## src/hdl/calib_ctrl_defines.vh

```
// Register offsets, field positions, reset values and timing counts for
// the ambient calibration control bank.
// Assumes a 16-bit register word addressed by a 10-bit index.
`ifndef CALIB_CTRL_DEFINES_VH
`define CALIB_CTRL_DEFINES_VH
// ==========================================================================
// Register indices
`define OFS_CALIB_ENABLE 10'h001
`define OFS_AMB_CTRL0 10'h002
`define OFS_AMB_CTRL1 10'h003
`define OFS_POWER_CTRL 10'h000
// ==========================================================================
// Reset values
`define RST_CALIB_ENABLE 16'h0000
`define RST_AMB_CTRL0 16'h0FF0
`define RST_AMB_CTRL1 16'h0164
`define RST_POWER_CTRL 16'h0000
// ==========================================================================
// Field positions
`define NUM_STAGES 12
`define F_FP_DROP_LO 12
`define F_LP_DROP_LO 14
`define F_FF_DROP_LO 0
`define F_FP_NEAR_LO 4
`define F_LP_NEAR_LO 8
`define F_TIMEOUT_LO 12
`define F_FORCED_CAL 14
`define F_SEQ_RESTART 15
`define F_RECAL_LVL_LO 0
`define F_DET_RATE_LO 8
`define F_SLOW_LVL_LO 14
`define F_MODE_LO 0
`define F_STAGE_NUM_LO 4
// ==========================================================================
// Encodings and scale factors
`define MODE_FULL 2'h0
`define MODE_LOW 2'h2
`define FF_DROP_MAX 4'hB
`define FP_NEAR_SCALE 13'h0010
`define LP_NEAR_SCALE 13'h0004
`define LVL_SCALE 5'h10
`endif

```

## src/hdl/calib_ctrl.v

```verilog
// Ambient calibration control register bank with the small amount of
// sequencing that its fields steer: calibration enables per stage, sample
// skip for averaging, fast filter sequence skip, proximity calibration
// disable windows and the full-to-low power timeout.
// Assumes the serial front end delivers one-cycle write strobes and reads
// combinationally selected data one cycle later; conversion events
// (sample, stage done, proximity) come from the datapath; sequence done is made here.
//
// Contract
// - Twelve calibration enables, bit n for stage n, 1 enables, reset 0.
// - Full power skip field 00..11 skips 3, 7, 15 or 31 samples.
// - Low power skip field 00..11 uses all or skips one, two or three.
// - Fast filter field drops that many sequences per admitted one.
// - Full power calibration is held off count x 16 sequences, reset F.
// - Low power calibration is held off near count x 4 sequences, reset F.
// - Full to low power timeout is 1.25..2.00 times the full power window.
// - Forced calibration bit set makes every stage in the sequence recalibrate.
// - Sequence restart bit returns to the first stage, then clears.
// - Effective recalibration level is the field times 16, reset 64h.
// - Effective detection rate is the 6-bit field times 16, reset 1.
// - Two-bit slow filter update level, reset 0, is provided.
// - Mode 10 selects low power wake-up operation, 00 full power.
// - A sequence runs N plus one stages; enables apply only to those.
`timescale 1ns/10ps
`include "calib_ctrl_defines.vh"
module calib_ctrl (
  // Clock and reset
  input wire clk_i,
  input wire rstn_i,
  // Register access from the serial front end
  input wire wr_i,
  input wire rd_i,
  input wire [9:0] addr_i,
  input wire [15:0] wdata_i,
  output reg [15:0] rdata_o,
  // Conversion events from the datapath
  input wire sample_i,
  input wire stage_done_i,
  input wire near_i,
  // Calibration controls to the datapath
  output reg [11:0] calib_stage_on_o,
  output reg sample_use_o,
  output reg ff_admit_o,
  output reg calib_hold_o,
  output reg low_power_req_o,
  output reg [3:0] stage_idx_o,
  output reg seq_done_o,
  output reg [11:0] recal_level_o,
  output reg [9:0] detect_rate_o,
  output reg [1:0] slow_filter_level_o
);
  // ========================================================================
  // Registers
  reg [15:0] calib_enable_r;
  reg [15:0] amb_ctrl0_r;
  reg [15:0] amb_ctrl1_r;
  reg [15:0] power_ctrl_r;
  wire wr0 = wr_i && (addr_i == `OFS_AMB_CTRL0);
  wire [1:0] mode = power_ctrl_r[`F_MODE_LO +: 2];
  wire low_mode = (mode == `MODE_LOW);
  wire full_mode = (mode == `MODE_FULL);
  wire run = low_mode || full_mode;
  wire [3:0] last_stage = power_ctrl_r[`F_STAGE_NUM_LO +: 4];
  wire restart = amb_ctrl0_r[`F_SEQ_RESTART];
  wire [3:0] ff_drop = amb_ctrl0_r[`F_FF_DROP_LO +: 4];
  wire [3:0] fp_near = amb_ctrl0_r[`F_FP_NEAR_LO +: 4];
  wire [3:0] lp_near = amb_ctrl0_r[`F_LP_NEAR_LO +: 4];
  wire [1:0] tmo_sel = amb_ctrl0_r[`F_TIMEOUT_LO +: 2];
  wire [15:0] ctrl0_wr = {wdata_i[15:4],
    (wdata_i[3:0] > `FF_DROP_MAX) ? `FF_DROP_MAX : wdata_i[3:0]};

  always @(posedge clk_i or negedge rstn_i) begin
    if (!rstn_i) begin
      calib_enable_r <= `RST_CALIB_ENABLE;
      amb_ctrl0_r <= `RST_AMB_CTRL0;
      amb_ctrl1_r <= `RST_AMB_CTRL1;
      power_ctrl_r <= `RST_POWER_CTRL;
    end else begin
      if (wr_i && addr_i == `OFS_CALIB_ENABLE) begin
        calib_enable_r <= wdata_i;
      end
      if (wr_i && addr_i == `OFS_AMB_CTRL1) begin
        amb_ctrl1_r <= wdata_i;
      end
      if (wr_i && addr_i == `OFS_POWER_CTRL) begin
        power_ctrl_r <= wdata_i;
      end
      if (wr0) begin
        amb_ctrl0_r <= ctrl0_wr;
      end else if (restart) begin
        // Acted on in the cycle after the write, then reads back 0
        amb_ctrl0_r[`F_SEQ_RESTART] <= 1'b0;
      end
    end
  end

  // ========================================================================
  // Register read
  always @(posedge clk_i or negedge rstn_i) begin
    if (!rstn_i) begin
      rdata_o <= 16'h0000;
    end else if (rd_i) begin
      case (addr_i)
        `OFS_POWER_CTRL: rdata_o <= power_ctrl_r;
        `OFS_CALIB_ENABLE: rdata_o <= calib_enable_r;
        `OFS_AMB_CTRL0: rdata_o <= amb_ctrl0_r;
        `OFS_AMB_CTRL1: rdata_o <= amb_ctrl1_r;
        default: rdata_o <= 16'h0000;
      endcase
    end
  end

  // ========================================================================
  // Stage sequencer
  wire last_hit = (stage_idx_o >= last_stage);
  always @(posedge clk_i or negedge rstn_i) begin
    if (!rstn_i) begin
      stage_idx_o <= 4'h0;
      seq_done_o <= 1'b0;
    end else begin
      seq_done_o <= 1'b0;
      if (restart || !run) begin
        stage_idx_o <= 4'h0;
      end else if (stage_done_i) begin
        if (last_hit) begin
          stage_idx_o <= 4'h0;
          seq_done_o <= 1'b1;
        end else begin
          stage_idx_o <= stage_idx_o + 4'h1;
        end
      end
    end
  end

  // ========================================================================
  // Per-stage calibration enables, limited to stages in use
  integer i;
  reg [11:0] stage_on;
  always @* begin
    stage_on = 12'h000;
    for (i = 0; i < `NUM_STAGES; i = i + 1) begin
      stage_on[i] = (amb_ctrl0_r[`F_FORCED_CAL] ||
        calib_enable_r[i]) && (i <= last_stage);
    end
  end

  // ========================================================================
  // Sample skip for averaging
  reg [4:0] skip_lim;
  reg [4:0] skip_cnt_r;
  always @* begin
    if (low_mode) begin
      skip_lim = {3'h0, calib_enable_r[`F_LP_DROP_LO +: 2]};
    end else begin
      case (calib_enable_r[`F_FP_DROP_LO +: 2])
        2'h0: skip_lim = 5'h03;
        2'h1: skip_lim = 5'h07;
        2'h2: skip_lim = 5'h0F;
        default: skip_lim = 5'h1F;
      endcase
    end
  end
  always @(posedge clk_i or negedge rstn_i) begin
    if (!rstn_i) begin
      skip_cnt_r <= 5'h00;
      sample_use_o <= 1'b0;
    end else begin
      sample_use_o <= 1'b0;
      if (restart) begin
        skip_cnt_r <= 5'h00;
      end else if (sample_i) begin
        if (skip_cnt_r >= skip_lim) begin
          skip_cnt_r <= 5'h00;
          sample_use_o <= 1'b1;
        end else begin
          skip_cnt_r <= skip_cnt_r + 5'h01;
        end
      end
    end
  end

  // ========================================================================
  // Fast filter sequence skip
  reg [3:0] ff_cnt_r;
  always @(posedge clk_i or negedge rstn_i) begin
    if (!rstn_i) begin
      ff_cnt_r <= 4'h0;
      ff_admit_o <= 1'b0;
    end else begin
      ff_admit_o <= 1'b0;
      if (restart) begin
        ff_cnt_r <= 4'h0;
      end else if (seq_done_o) begin
        if (ff_cnt_r == 4'h0) begin
          ff_admit_o <= 1'b1;
        end
        ff_cnt_r <= (ff_cnt_r >= ff_drop) ? 4'h0 : ff_cnt_r + 4'h1;
      end
    end
  end

  // ========================================================================
  // Proximity hold-off and power-down timeout
  // Windows are counted in whole sequences; low power uses its own scale.
  wire [12:0] fp_win = {9'h000, fp_near} * `FP_NEAR_SCALE;
  wire [12:0] lp_win = {9'h000, lp_near} * `LP_NEAR_SCALE;
  // Code plus one is formed at full width; a two-bit sum would wrap at 11
  wire [12:0] tmo_lim = fp_win + ((fp_win >> 2) *
    ({11'h000, tmo_sel} + 13'h0001));
  wire hold_exp;
  wire tmo_exp;
  seq_counter u_hold (
    .clk_i(clk_i),
    .rstn_i(rstn_i),
    .clear_i(!near_i || restart),
    .seq_done_i(seq_done_o),
    .limit_i(low_mode ? lp_win : fp_win),
    .expired_o(hold_exp)
  );
  seq_counter u_tmo (
    .clk_i(clk_i),
    .rstn_i(rstn_i),
    .clear_i(near_i || !full_mode || restart),
    .seq_done_i(seq_done_o),
    .limit_i(tmo_lim),
    .expired_o(tmo_exp)
  );

  // ========================================================================
  // Registered outputs
  always @(posedge clk_i or negedge rstn_i) begin
    if (!rstn_i) begin
      calib_stage_on_o <= 12'h000;
      calib_hold_o <= 1'b0;
      low_power_req_o <= 1'b0;
      recal_level_o <= 12'h000;
      detect_rate_o <= 10'h000;
      slow_filter_level_o <= 2'h0;
    end else begin
      calib_stage_on_o <= stage_on;
      calib_hold_o <= near_i && !hold_exp &&
        !amb_ctrl0_r[`F_FORCED_CAL];
      low_power_req_o <= tmo_exp;
      recal_level_o <= {amb_ctrl1_r[`F_RECAL_LVL_LO +: 8], 4'h0};
      detect_rate_o <= {amb_ctrl1_r[`F_DET_RATE_LO +: 6], 4'h0};
      slow_filter_level_o <= amb_ctrl1_r[`F_SLOW_LVL_LO +: 2];
    end
  end
endmodule // calib_ctrl

```

## src/hdl/seq_counter.v

```verilog
// Counts completed conversion sequences and flags when a programmed
// period has elapsed; used for the proximity and timeout windows.
// Assumes seq_done_i is a one-cycle pulse per finished sequence.
`timescale 1ns/10ps
module seq_counter (
  // Clock and reset
  input wire clk_i,
  input wire rstn_i,
  // Control
  input wire clear_i,
  input wire seq_done_i,
  input wire [12:0] limit_i,
  // Status
  output reg expired_o
);
  reg [12:0] cnt_r;
  always @(posedge clk_i or negedge rstn_i) begin
    if (!rstn_i) begin
      cnt_r <= 13'h0000;
      expired_o <= 1'b0;
    end else if (clear_i) begin
      cnt_r <= 13'h0000;
      expired_o <= 1'b0;
    end else if (seq_done_i && !expired_o) begin
      // A zero limit expires on the first sequence
      if (cnt_r + 13'h0001 >= limit_i) begin
        expired_o <= 1'b1;
      end
      cnt_r <= cnt_r + 13'h0001;
    end
  end
endmodule // seq_counter

```

## config.mk

```make
export PLATFORM = sky130hd
export DESIGN_NAME = calib_ctrl
export DESIGN_NICKNAME = d
export VERILOG_FILES = /design/src/hdl/calib_ctrl.v /design/src/hdl/seq_counter.v
export VERILOG_INCLUDE_DIRS = /design/src /design/src/hdl
export SDC_FILE = /design/constraint.sdc
export NUM_CORES = 1
export LEC_CHECK = 0
export ABC_CLOCK_PERIOD_IN_PS = 4400
export BUFFER_PORTS_ARGS = -buffer_cell sky130_fd_sc_hd__buf_2
export CAP_MARGIN = 0
export CORE_UTILIZATION = 59
export CTS_CLUSTER_DIAMETER = 40
export DETAILED_ROUTE_END_ITERATION = 8
export MAX_ROUTING_LAYER = met4
export PLACE_DENSITY = 0.81
export SLEW_MARGIN = 5
export SYNTH_ARGS = -nofsm -noshare
export SYNTH_HDL_FRONTEND = slang
export SYNTH_SLANG_ARGS = --single-unit
```

## constraint.sdc

```tcl
create_clock -name clk_i -period 4.4 [get_ports clk_i]
set_clock_uncertainty 0.2 [all_clocks]
set_input_delay 0.22 -clock clk_i [delete_from_list [all_inputs] [get_ports clk_i]]
set_output_delay 0.22 -clock clk_i [all_outputs]
set_load 0.01 [all_outputs]
```

==> out/results.tsv, run 1 <==
stage	metric	value	unit
global_routing	total track usage	0.2881	
hold_path	Hold Path Class	input port to register	
detailed_routing	total number of vias	5812	
logic_synthesis	post-synthesis register bit count	154	
logic_synthesis	Primary FF master, synth	dfrtp_1	
power	Pleak	4.536	nW
logic_synthesis	gate count of the mapped netlist	711	
power	Sw Ratio	0.2542	
power	Max VDD drop	0.2596	mV
clock_network	CTS tree	done	
cells_and_area	commonest non-fill, non-tap cell in the layout	dfrtp_1	
logic_synthesis	synthesized-area fraction occupied by and/or/nand/nor cells	0.1216	
timing	RSZ-0062 raised after global routing	no	
logic_synthesis	multiplexer share of the synthesized area	0.1303	
setup_path	Critical Path AT	4.23	ns
clock_network	CTS Buf Count	17	
global_routing	first-pass GRT wire length	30040	um
timing	Max-slew headroom	0.2949	
logic_synthesis	sequential area share after synthesis	0.4865	
detailed_routing	DR vias/cell	5.783	
clock_network	postcts setup bufs	0	
timing	final setup fails	0	
logic_synthesis	post-synthesis compound-gate area fraction	0.08166	
outcome	status	complete, no violations	
hold_path	WHS Path Cells	2	
setup_path	Worst setup SP type	register	
setup_path	r2r worst-path depth	16	
cells_and_area	Area Overhead vs Synth	16.77	%
clock_network	CTS Buffer Depth	2	
clock_network	H-tree depth	4	
power	Internal	2.447	mW
placement	Cell Area, Placed	0.008473	sq mm
cells_and_area	final layout net count	897	
global_routing	grt ovf	0	
cells_and_area	Layout fillers	949	
floorplanning	Die W	118.1	um
cells_and_area	design area	0.009286	sq mm
timing	fin crit period	4.158	ns
global_routing	largest net degree at the start of global routing	86	
placement	post-DP HPWL	12630	um
flow_run	max_cap viols	0	
logic_synthesis	Syn Std Cell Area	0.007953	sq mm
placement	Placer Congestion	0.9380	
setup_path	critical path class	register to register	
cells_and_area	layout cells sized above 1	0.2557	
clock_network	clock sinks	154	
power	Gate power share	0.105	
cells_and_area	ant diodes	0	
detailed_routing	Total Wirelength	18080	um
timing	actual slew at the worst max-slew pin	1.054	ns
logic_synthesis	Yosys cell types	59	
cells_and_area	commonest non-fill, non-tap cells in the layout	141 x dfrtp_1, 84 x buf_2, 64 x inv_1	
power	Power Density	353.4	mW/mm^2
setup_path	Crit. End Element	register	
timing	Period Utilization, post-route	0.9449	
logic_synthesis	Synth Warn #	0	
clock_network	Reg clk slew, reported paths	0.06	ns
logic_synthesis	Post-synth ARST share	1.000	
power	clock share of power	0.426	
logic_synthesis	share of the synthesized area in the top cell type	0.4468	
logic_synthesis	Post-synth EDFFs	0	
detailed_routing	DR WL/cell	17.99	um
global_routing	vias in the first global route	5981	
logic_synthesis	largest family of logic cells by synthesized area	multiplexers	
logic_synthesis	syn avg cell area	11.19	sq um
setup_path	Worst EP required	4.48	ns
detailed_routing	ANT nets after route	0	
logic_synthesis	post-synthesis adder-cell area fraction	0.07930	
detailed_routing	drt first-iter violations	397	
floorplanning	I/O pins	94	
placement	Port Buf Inserts	85	
placement	placed insts	952	
logic_synthesis	top cells by area, synth	dfrtp_1 45%, ha_1 6.9%, mux2_2 5.9%	
floorplanning	CORE AREA	0.01319	sq mm
logic_synthesis	area leader, netlist	dfrtp_1	
detailed_routing	TritonRoute pass-1 iters	5	
cells_and_area	Final Util	0.7040	
global_routing	antenna violations before repair	0	
floorplanning	effective utilization at floorplan	0.6029	
power	Flop pwr share	0.469	
timing	fin. max-slew vios	0	
power	Switching Power	0.8342	mW
floorplanning	Die ar.	0.01395	sq mm
timing	final hold vios	0	
timing	Min Hold Slack	0.02298	ns
detailed_routing	DR DRC count	0	
setup_path	CP Max Fanout	7	
timing	Achievable Freq	240.5	MHz
floorplanning	# rows	42	
logic_synthesis	Post-Synth XOR/XNOR Area	0.04736	
cells_and_area	Layout Cells excl Fill	1005	
clock_network	Root Buffer	clkbuf_16	
clock_network	Worst-Skew Late Latency	0.43	ns
floorplanning	die span in y	118.1	um
[layout make-up]
cell class | instances | area, sq um | share of cell area
Sequential cell | 154 | 3870 | 0.4167
Clock inverter | 9 | 88.84 | 0.009566
Tap cell | 176 | 220.2 | 0.02371
Multi-Input combinational cell | 470 | 3725 | 0.4011
Inverter | 64 | 240.2 | 0.02587
Clock buffer | 23 | 478.0 | 0.05147
Timing Repair Buffer | 109 | 664.4 | 0.07154
[routing by layer]
metal	up-vias	wire length, um	GRT usage
met4	0	339	0.09856
met5	-	0	-
li1	2663	-	-
met3	33	869	0.05281
met1	2924	7800	0.3685
met2	192	9073	0.4643
[worst max-delay path, cell delays in order (launching register included)]
cell and delay, ns:
dfrtp_2 0.47, ha_4 0.30, nand2_1 0.07, fa_1 0.51, inv_1 0.05, ha_1 0.20
inv_1 0.07, fa_1 0.41, inv_1 0.12, ha_1 0.24, a21o_1 0.21, a21oi_2 0.18
nor2b_1 0.07, o21ai_1 0.13, ha_1 0.29, a2111oi_4 0.37, a311oi_1 0.14
[per-stage QoR]
stage	setup slack (ns)	total power, mW	setup TNS, ns
6_report	0.2425	3.281	0
3_3_place_gp	0.3165	1.866	0
3_5_place_dp	-0.02775	1.890	-0.02775
4_1_cts	0.04961	3.287	0
5_1_grt	0.01415	3.403	0
2_1_floorplan	0.4570	1.755	0
[synthesized netlist by cell type, types with 4 or more instances]
cell type  count
a21o_1         6
a21oi_1       29
and2_1        10
buf_2          6
buf_4         10
clkbuf_1      10
dfrtp_1      142
dfstp_2       12
fa_1           4
ha_1          44
inv_1         64
mux2_1        10
mux2_2        42
mux2_4         4
mux4_2        16
nand2_1       42
nand2b_1      10
nand3_1       18
nand4_1        5
nor2_1        52
nor2b_1        8
nor3_1         9
o2111ai_1      5
o21ai_0       34
o22ai_1       16
or2_2          5
or3_1          7
xnor2_1       24
xor2_1        19
[state kept, by name, summed over array words and instances (netlist names), 6 cells and up]
name              cells
u_hold.cnt_r         13
recal_level_o         8
u_tmo.cnt_r          13
detect_rate_o         6
rdata_o              16
amb_ctrl1_r          16
power_ctrl_r         16
calib_stage_on_o     12
amb_ctrl0_r          16
calib_enable_r       16
[power by group through the flow]
stage	logic, mW	registers, mW	clock network (mW)
finish	0.344	1.54	1.40
global route	0.391	1.55	1.46
CTS	0.344	1.54	1.40
detailed placement	0.327	1.56	0
global placement	0.307	1.56	0
floorplan	0.197	1.56	0
[final timing paths]
path / startpoint / endpoint / slack [ns]
max: amb_ctrl0_r[12] / u_tmo.expired_o / 0.24
min: rd_i / rdata_o[15] / 0.02
max reg2reg: amb_ctrl0_r[12] / u_tmo.expired_o / 0.24
min reg2reg: amb_ctrl1_r[0] / recal_level_o[4] / 0.20
max in group asynchronous: rstn_i / amb_ctrl1_r[8] / 2.78
min in group asynchronous: rstn_i / rdata_o[4] / 0.22
[repair_timing]
| item | CTS | global route |
|---|---|---|
| gates resized for setup | 1 | 6 |
| pin swaps | 0 | 1 |
| endpoints found under the hold margin | 155 | 0 |
| endpoints found under the setup margin | 1 | 1 |
| hold buffers | 21 | 0 |
[cells by family after synthesis]
kind of cell,Yosys count
xor gates and xnor gates,43
DFF,154
AOI/OAI and AO/OA,108
muxes,75
other,1
adders and majority gates,48
and+or+nand+nor,188
buffers and inverters,94
Power figures use the tool's default switching activity.
==> inputs of run 2 (changes only) <==
--- a/config.mk
+++ b/config.mk
@@ -9,11 +9,10 @@
 export ABC_CLOCK_PERIOD_IN_PS = 4400
 export BUFFER_PORTS_ARGS = -buffer_cell sky130_fd_sc_hd__buf_2
 export CAP_MARGIN = 0
-export CORE_UTILIZATION = 59
+export CORE_UTILIZATION = 30
 export CTS_CLUSTER_DIAMETER = 40
 export DETAILED_ROUTE_END_ITERATION = 8
 export MAX_ROUTING_LAYER = met4
-export PLACE_DENSITY = 0.81
 export SLEW_MARGIN = 5
 export SYNTH_ARGS = -nofsm -noshare
 export SYNTH_HDL_FRONTEND = slang
==> out/results.tsv, run 2 (synthesized netlist as in run 1, its figures left out) <==
stage	metric	value	unit
outcome	status	complete, no violations	
floorplanning	die span in y	164.8	um
timing	fin crit period	4.096	ns
detailed_routing	total number of vias	5504	
clock_network	CTS Buffer Depth	2	
power	Pleak	4.569	nW
setup_path	reg2reg start	amb_ctrl0_r[12]	
placement	Port Buf Inserts	85	
setup_path	Crit path largest cell delay	0.50	ns
clock_network	Root Buffer	clkbuf_16	
setup_path	worst-path cell chain	ha_4 -> nand2_1 -> fa_1 -> inv_1 -> ha_1 -> inv_1 -> fa_1 -> inv_1 -> ha_1 -> a21o_1 -> a21oi_2 -> nor2b_1 -> o21ai_0 -> ha_1 -> a2111oi_2 -> a311oi_1	
hold_path	HP Start	rd_i	
global_routing	grt ovf	0	
setup_path	CP Max Fanout	7	
cells_and_area	commonest non-fill, non-tap cell in the layout	dfrtp_1	
flow_run	max_cap viols	0	
global_routing	total track usage	0.1501	
global_routing	vias in the first global route	5407	
global_routing	antenna violations before repair	2	
floorplanning	Die W	164.8	um
timing	final setup fails	0	
clock_network	Worst-Skew Late Latency	0.43	ns
setup_path	Worst EP required	4.48	ns
detailed_routing	ANT nets after route	0	
setup_path	Worst setup SP type	register	
hold_path	Hold Path Sink	rdata_o[3]	
cells_and_area	final layout net count	897	
setup_path	r2r worst-path depth	16	
power	Tot Pwr	3.450	mW
power	Internal	2.593	mW
timing	Max-slew headroom	0.3555	
cells_and_area	layout cells sized above 1	0.2581	
timing	Period Utilization, post-route	0.9309	
timing	RSZ-0062 raised after global routing	no	
clock_network	CTS tree	done	
detailed_routing	drt first-iter violations	315	
power	Sw Ratio	0.2485	
floorplanning	CORE AREA	0.02606	sq mm
cells_and_area	commonest non-fill, non-tap cells in the layout	141 x dfrtp_1, 84 x buf_2, 64 x inv_1	
floorplanning	Die ar.	0.02716	sq mm
clock_network	H-tree depth	4	
detailed_routing	DR DRC count	0	
setup_path	Crit. End Element	register	
setup_path	Critical Path AT	4.18	ns
floorplanning	effective utilization at floorplan	0.3052	
floorplanning	I/O pins	94	
timing	Achievable Freq	244.1	MHz
timing	actual slew at the worst max-slew pin	0.9636	ns
clock_network	postcts setup bufs	0	
setup_path	Worst R2R End	u_tmo.expired_o	
cells_and_area	Area Overhead vs Synth	20.14	%
clock_network	Reg clk slew, reported paths	0.06	ns
setup_path	critical path class	register to register	
placement	post-DP HPWL	13390	um
timing	final hold vios	0	
floorplanning	# rows	59	
hold_path	Hold Path Class	input port to register	
timing	fin. max-slew vios	0	
placement	Placer Congestion	0.8415	
power	Flop pwr share	0.446	
global_routing	largest net degree at the start of global routing	89	
setup_path	Crit-path slowest cell	fa_1	
power	Gate power share	0.097	
global_routing	first-pass GRT wire length	30000	um
setup_path	worst reg-to-reg setup slack	0.30	ns
detailed_routing	Total Wirelength	18660	um
power	Switching Power	0.8574	mW
clock_network	CTS Buf Count	17	
power	Max VDD drop	0.1880	mV
power	clock share of power	0.456	
hold_path	WHS Path Cells	2	
detailed_routing	DR vias/cell	4.720	
timing	total negative setup slack	0	ns
clock_network	clock sinks	154	
detailed_routing	DR WL/cell	16.00	um
detailed_routing	TritonRoute pass-1 iters	4	
power	Power Density	361.1	mW/mm^2
run 2: cell types whose count changed in the layout (fill, tap and decap cells not counted), sizes merged:
cell / change
bufinv: +3
inv: +2
clkbuf: -3
clkinv: -1
dlygate4sd3: -1
buf: +1
diode: +2
clkinvlp: -1
run 2: area by class of cell:
type | instances | area [sq um]
diodes | 2 | 5.005
inverters | 64 | 240.2
clock inverters | 12 | 186.4
repair buffers | 109 | 674.4
fillers | 2558 | 16500
well taps | 335 | 419.2
multi-input cells | 470 | 3712
flip-flops and latches | 154 | 3870
clock buffers | 20 | 446.7
run 2: worst max path at each step:
stage                           end            start  cells after the start  slack, ns
global route        u_tmo.expired_o  amb_ctrl0_r[12]                     16       0.04
CTS                 u_tmo.expired_o  amb_ctrl0_r[12]                     16       0.11
detailed placement  u_tmo.expired_o  amb_ctrl0_r[12]                     16       0.13
floorplan           u_tmo.expired_o  amb_ctrl0_r[12]                     16       0.46
global placement    u_tmo.expired_o  amb_ctrl0_r[12]                     16       0.22
finish              u_tmo.expired_o  amb_ctrl0_r[12]                     16       0.30
run 2: critical path, delay by kind of cell, from the launching register on:
family / cells / cell delay (ns)
simple gates: 2 / 0.13
compound gates: 5 / 1.01
fa+ha+maj: 6 / 1.93
buf+inv: 3 / 0.22
flops: 1 / 0.46
run 2: per-layer routing:
metal | wire length, um | global-route usage | share of wire
met5 | 0 | - | 0
met4 | 207 | 0.04587 | 0.011
met3 | 811 | 0.02888 | 0.043
met2 | 8801 | 0.2290 | 0.47
met1 | 8837 | 0.2011 | 0.47
run 2: what timing repair did:
item	CTS	global route
endpoints found under the hold margin	137	0
endpoints found under the setup margin	0	1
hold buffers	20	0
resized for setup	0	5
run 2: power groups by stage:
stage                     sequential [mW]  combinational (mW)  clock (mW)
after global placement               1.56               0.319           0
after global routing                 1.55               0.388        1.67
after CTS                            1.54               0.343        1.62
after detailed placement             1.57               0.325           0
after floorplan                      1.56               0.197           0
final                                1.54               0.336        1.57
run 2: per-stage QoR:
step	cell area [sq um]	instances	setup WS [ns]	hold slack, ns	util
6_report	9554	1166	0.3040	0.07697	0.3666
5_1_grt	9554	1166	0.04417	0.06940	0.3666
4_1_cts	9525	1164	0.1135	0.05816	0.3655
3_5_place_dp	8692	1112	0.1321	0.07402	0.3336
3_3_place_gp	8692	1112	0.2227	0.07034	0.3336
2_1_floorplan	7979	718	0.4570	-0.2756	-
==> inputs of run 3 (changes only) <==
--- a/config.mk
+++ b/config.mk
@@ -8,11 +8,11 @@
 export LEC_CHECK = 0
 export ABC_CLOCK_PERIOD_IN_PS = 4400
 export BUFFER_PORTS_ARGS = -buffer_cell sky130_fd_sc_hd__buf_2
-export CAP_MARGIN = 0
 export CORE_UTILIZATION = 30
 export CTS_CLUSTER_DIAMETER = 40
 export DETAILED_ROUTE_END_ITERATION = 8
 export MAX_ROUTING_LAYER = met4
+export REMOVE_ABC_BUFFERS = 1
 export SLEW_MARGIN = 5
 export SYNTH_ARGS = -nofsm -noshare
 export SYNTH_HDL_FRONTEND = slang
==> out/results.tsv, run 3 (synthesized netlist as in run 1, its figures left out) <==
stage	metric	value	unit
outcome	status	complete, no violations	
global_routing	vias in the first global route	5295	
power	Power Density	365.0	mW/mm^2
cells_and_area	final layout net count	898	
setup_path	Crit-path slowest cell	fa_1	
detailed_routing	TritonRoute pass-1 iters	4	
setup_path	Critical Path AT	4.22	ns
floorplanning	die span in y	164.8	um
floorplanning	CORE AREA	0.02606	sq mm
clock_network	Root Buffer	clkbuf_16	
cells_and_area	layout cells sized above 1	0.2590	
detailed_routing	DR DRC count	0	
timing	Final Worst Setup Slack	0.2600	ns
cells_and_area	Area Overhead vs Synth	19.87	%
clock_network	Worst-Skew Late Latency	0.43	ns
clock_network	Reg clk slew, reported paths	0.06	ns
placement	Post-Place Worst Slack	0.1903	ns
clock_network	CTS Buffer Depth	2	
clock_network	CTS Buf Count	17	
setup_path	Worst setup SP type	register	
global_routing	first-pass GRT wire length	29430	um
global_routing	largest net degree at the start of global routing	95	
global_routing	total track usage	0.1470	
setup_path	Crit. End Element	register	
setup_path	critical path class	register to register	
setup_path	worst-path cell chain	ha_1 -> and2_1 -> fa_1 -> inv_1 -> fa_1 -> inv_1 -> ha_1 -> a21o_1 -> a21oi_2 -> nor2b_1 -> o21ai_0 -> ha_1 -> a2111oi_2 -> a311oi_1	
timing	Max-slew headroom	0.2820	
flow_run	max_cap viols	0	
cells_and_area	ant diodes	0	
timing	final setup fails	0	
cells_and_area	commonest non-fill, non-tap cell in the layout	dfrtp_1	
detailed_routing	Total Wirelength	18460	um
power	Max VDD drop	0.2771	mV
cells_and_area	Layout fillers	2554	
timing	actual slew at the worst max-slew pin	1.074	ns
cells_and_area	Multi-input gate area	0.003700	sq mm
detailed_routing	ANT nets after route	0	
hold_path	Hold Path Class	input port to register	
cells_and_area	register area	0.003869	sq mm
floorplanning	Die W	164.8	um
detailed_routing	DR vias/cell	4.691	
timing	fin. max-slew vios	0	
power	Tot Pwr	3.479	mW
clock_network	H-tree depth	4	
timing	fin crit period	4.140	ns
global_routing	antenna violations before repair	0	
power	Pleak	4.587	nW
detailed_routing	DR WL/cell	15.85	um
clock_network	CTS tree	done	
placement	Placer Congestion	0.8193	
floorplanning	effective utilization at floorplan	0.3052	
setup_path	Worst EP required	4.48	ns
timing	Min Hold Slack	0.08332	ns
timing	Period Utilization, post-route	0.9409	
global_routing	grt ovf	0	
detailed_routing	total number of vias	5465	
cells_and_area	commonest non-fill, non-tap cells in the layout	142 x dfrtp_1, 84 x buf_2, 64 x inv_1	
setup_path	Most common cell on crit path	ha_1	
timing	Achievable Freq	241.5	MHz
timing	final hold vios	0	
setup_path	CP Max Fanout	7	
setup_path	Crit path largest cell delay	0.53	ns
floorplanning	# rows	59	
floorplanning	Die ar.	0.02716	sq mm
clock_network	clock sinks	154	
timing	total negative setup slack	0	ns
placement	post-DP HPWL	12860	um
placement	Port Buf Inserts	85	
floorplanning	I/O pins	94	
clock_network	postcts setup bufs	0	
detailed_routing	drt first-iter violations	287	
==> run 3: stage by stage <==
stage / instances / cell area, sq um / util
global route: 1165 / 9533 / 0.3658
detailed placement: 1113 / 8687 / 0.3334
floorplan: 688 / 7799 / -
CTS: 1165 / 9523 / 0.3654
global placement: 1113 / 8687 / 0.3334
finish: 1165 / 9533 / 0.3658
==> run 3: what timing repair did <==
action,in CTS,in global routing
hold buffers,20,0
endpoints found under the hold margin,158,0
gates resized for setup,0,3
setup endpoints to repair,0,1
==> run 3: report_power, final <==
group	leakage, nW	internal, mW	switching (mW)
logic	2.21	0.145	0.201
registers	2.07	1.47	0.0649
clock network	0.315	0.936	0.659
==> run 3: path summary, 6_finish.rpt <==
check	from	to	slack [ns]	cells past startpoint
min reg2reg	amb_ctrl1_r[9]	detect_rate_o[5]	0.21	0
max reg2reg	amb_ctrl0_r[12]	u_tmo.expired_o	0.26	14
max	amb_ctrl0_r[12]	u_tmo.expired_o	0.26	14
max in group asynchronous	rstn_i	amb_ctrl1_r[2]	2.77	3
min	rd_i	rdata_o[15]	0.08	2
min in group asynchronous	rstn_i	slow_filter_level_o[1]	0.25	2
==> run 3: per-layer routing <==
layer	vias up	track usage	part of all wire
met2	98	0.2298	0.47
met5	-	-	0
li1	2662	-	-
met3	14	0.02059	0.045
met4	0	0.04170	0.010
met1	2691	0.1983	0.47
==> run 3: final cells by class <==
| type | count | area share |
|---|---|---|
| timing repair buffer | 110 | 0.07022 |
| clock buffer | 18 | 0.04607 |
| sequential | 154 | 0.4058 |
| inverter | 64 | 0.02520 |
| tap | 335 | 0.04397 |
| multi-input combinational | 470 | 0.3881 |
| clock inverter | 14 | 0.02061 |
==> run 3: critical path: cells and delay by family (launching register included) <==
| kind | cells | cell delay, ns |
|---|---|---|
| compound gates | 5 | 1.01 |
| fa+ha+maj | 5 | 1.94 |
| buf+inv | 2 | 0.13 |
| flops | 1 | 0.44 |
| simple gates | 2 | 0.26 |
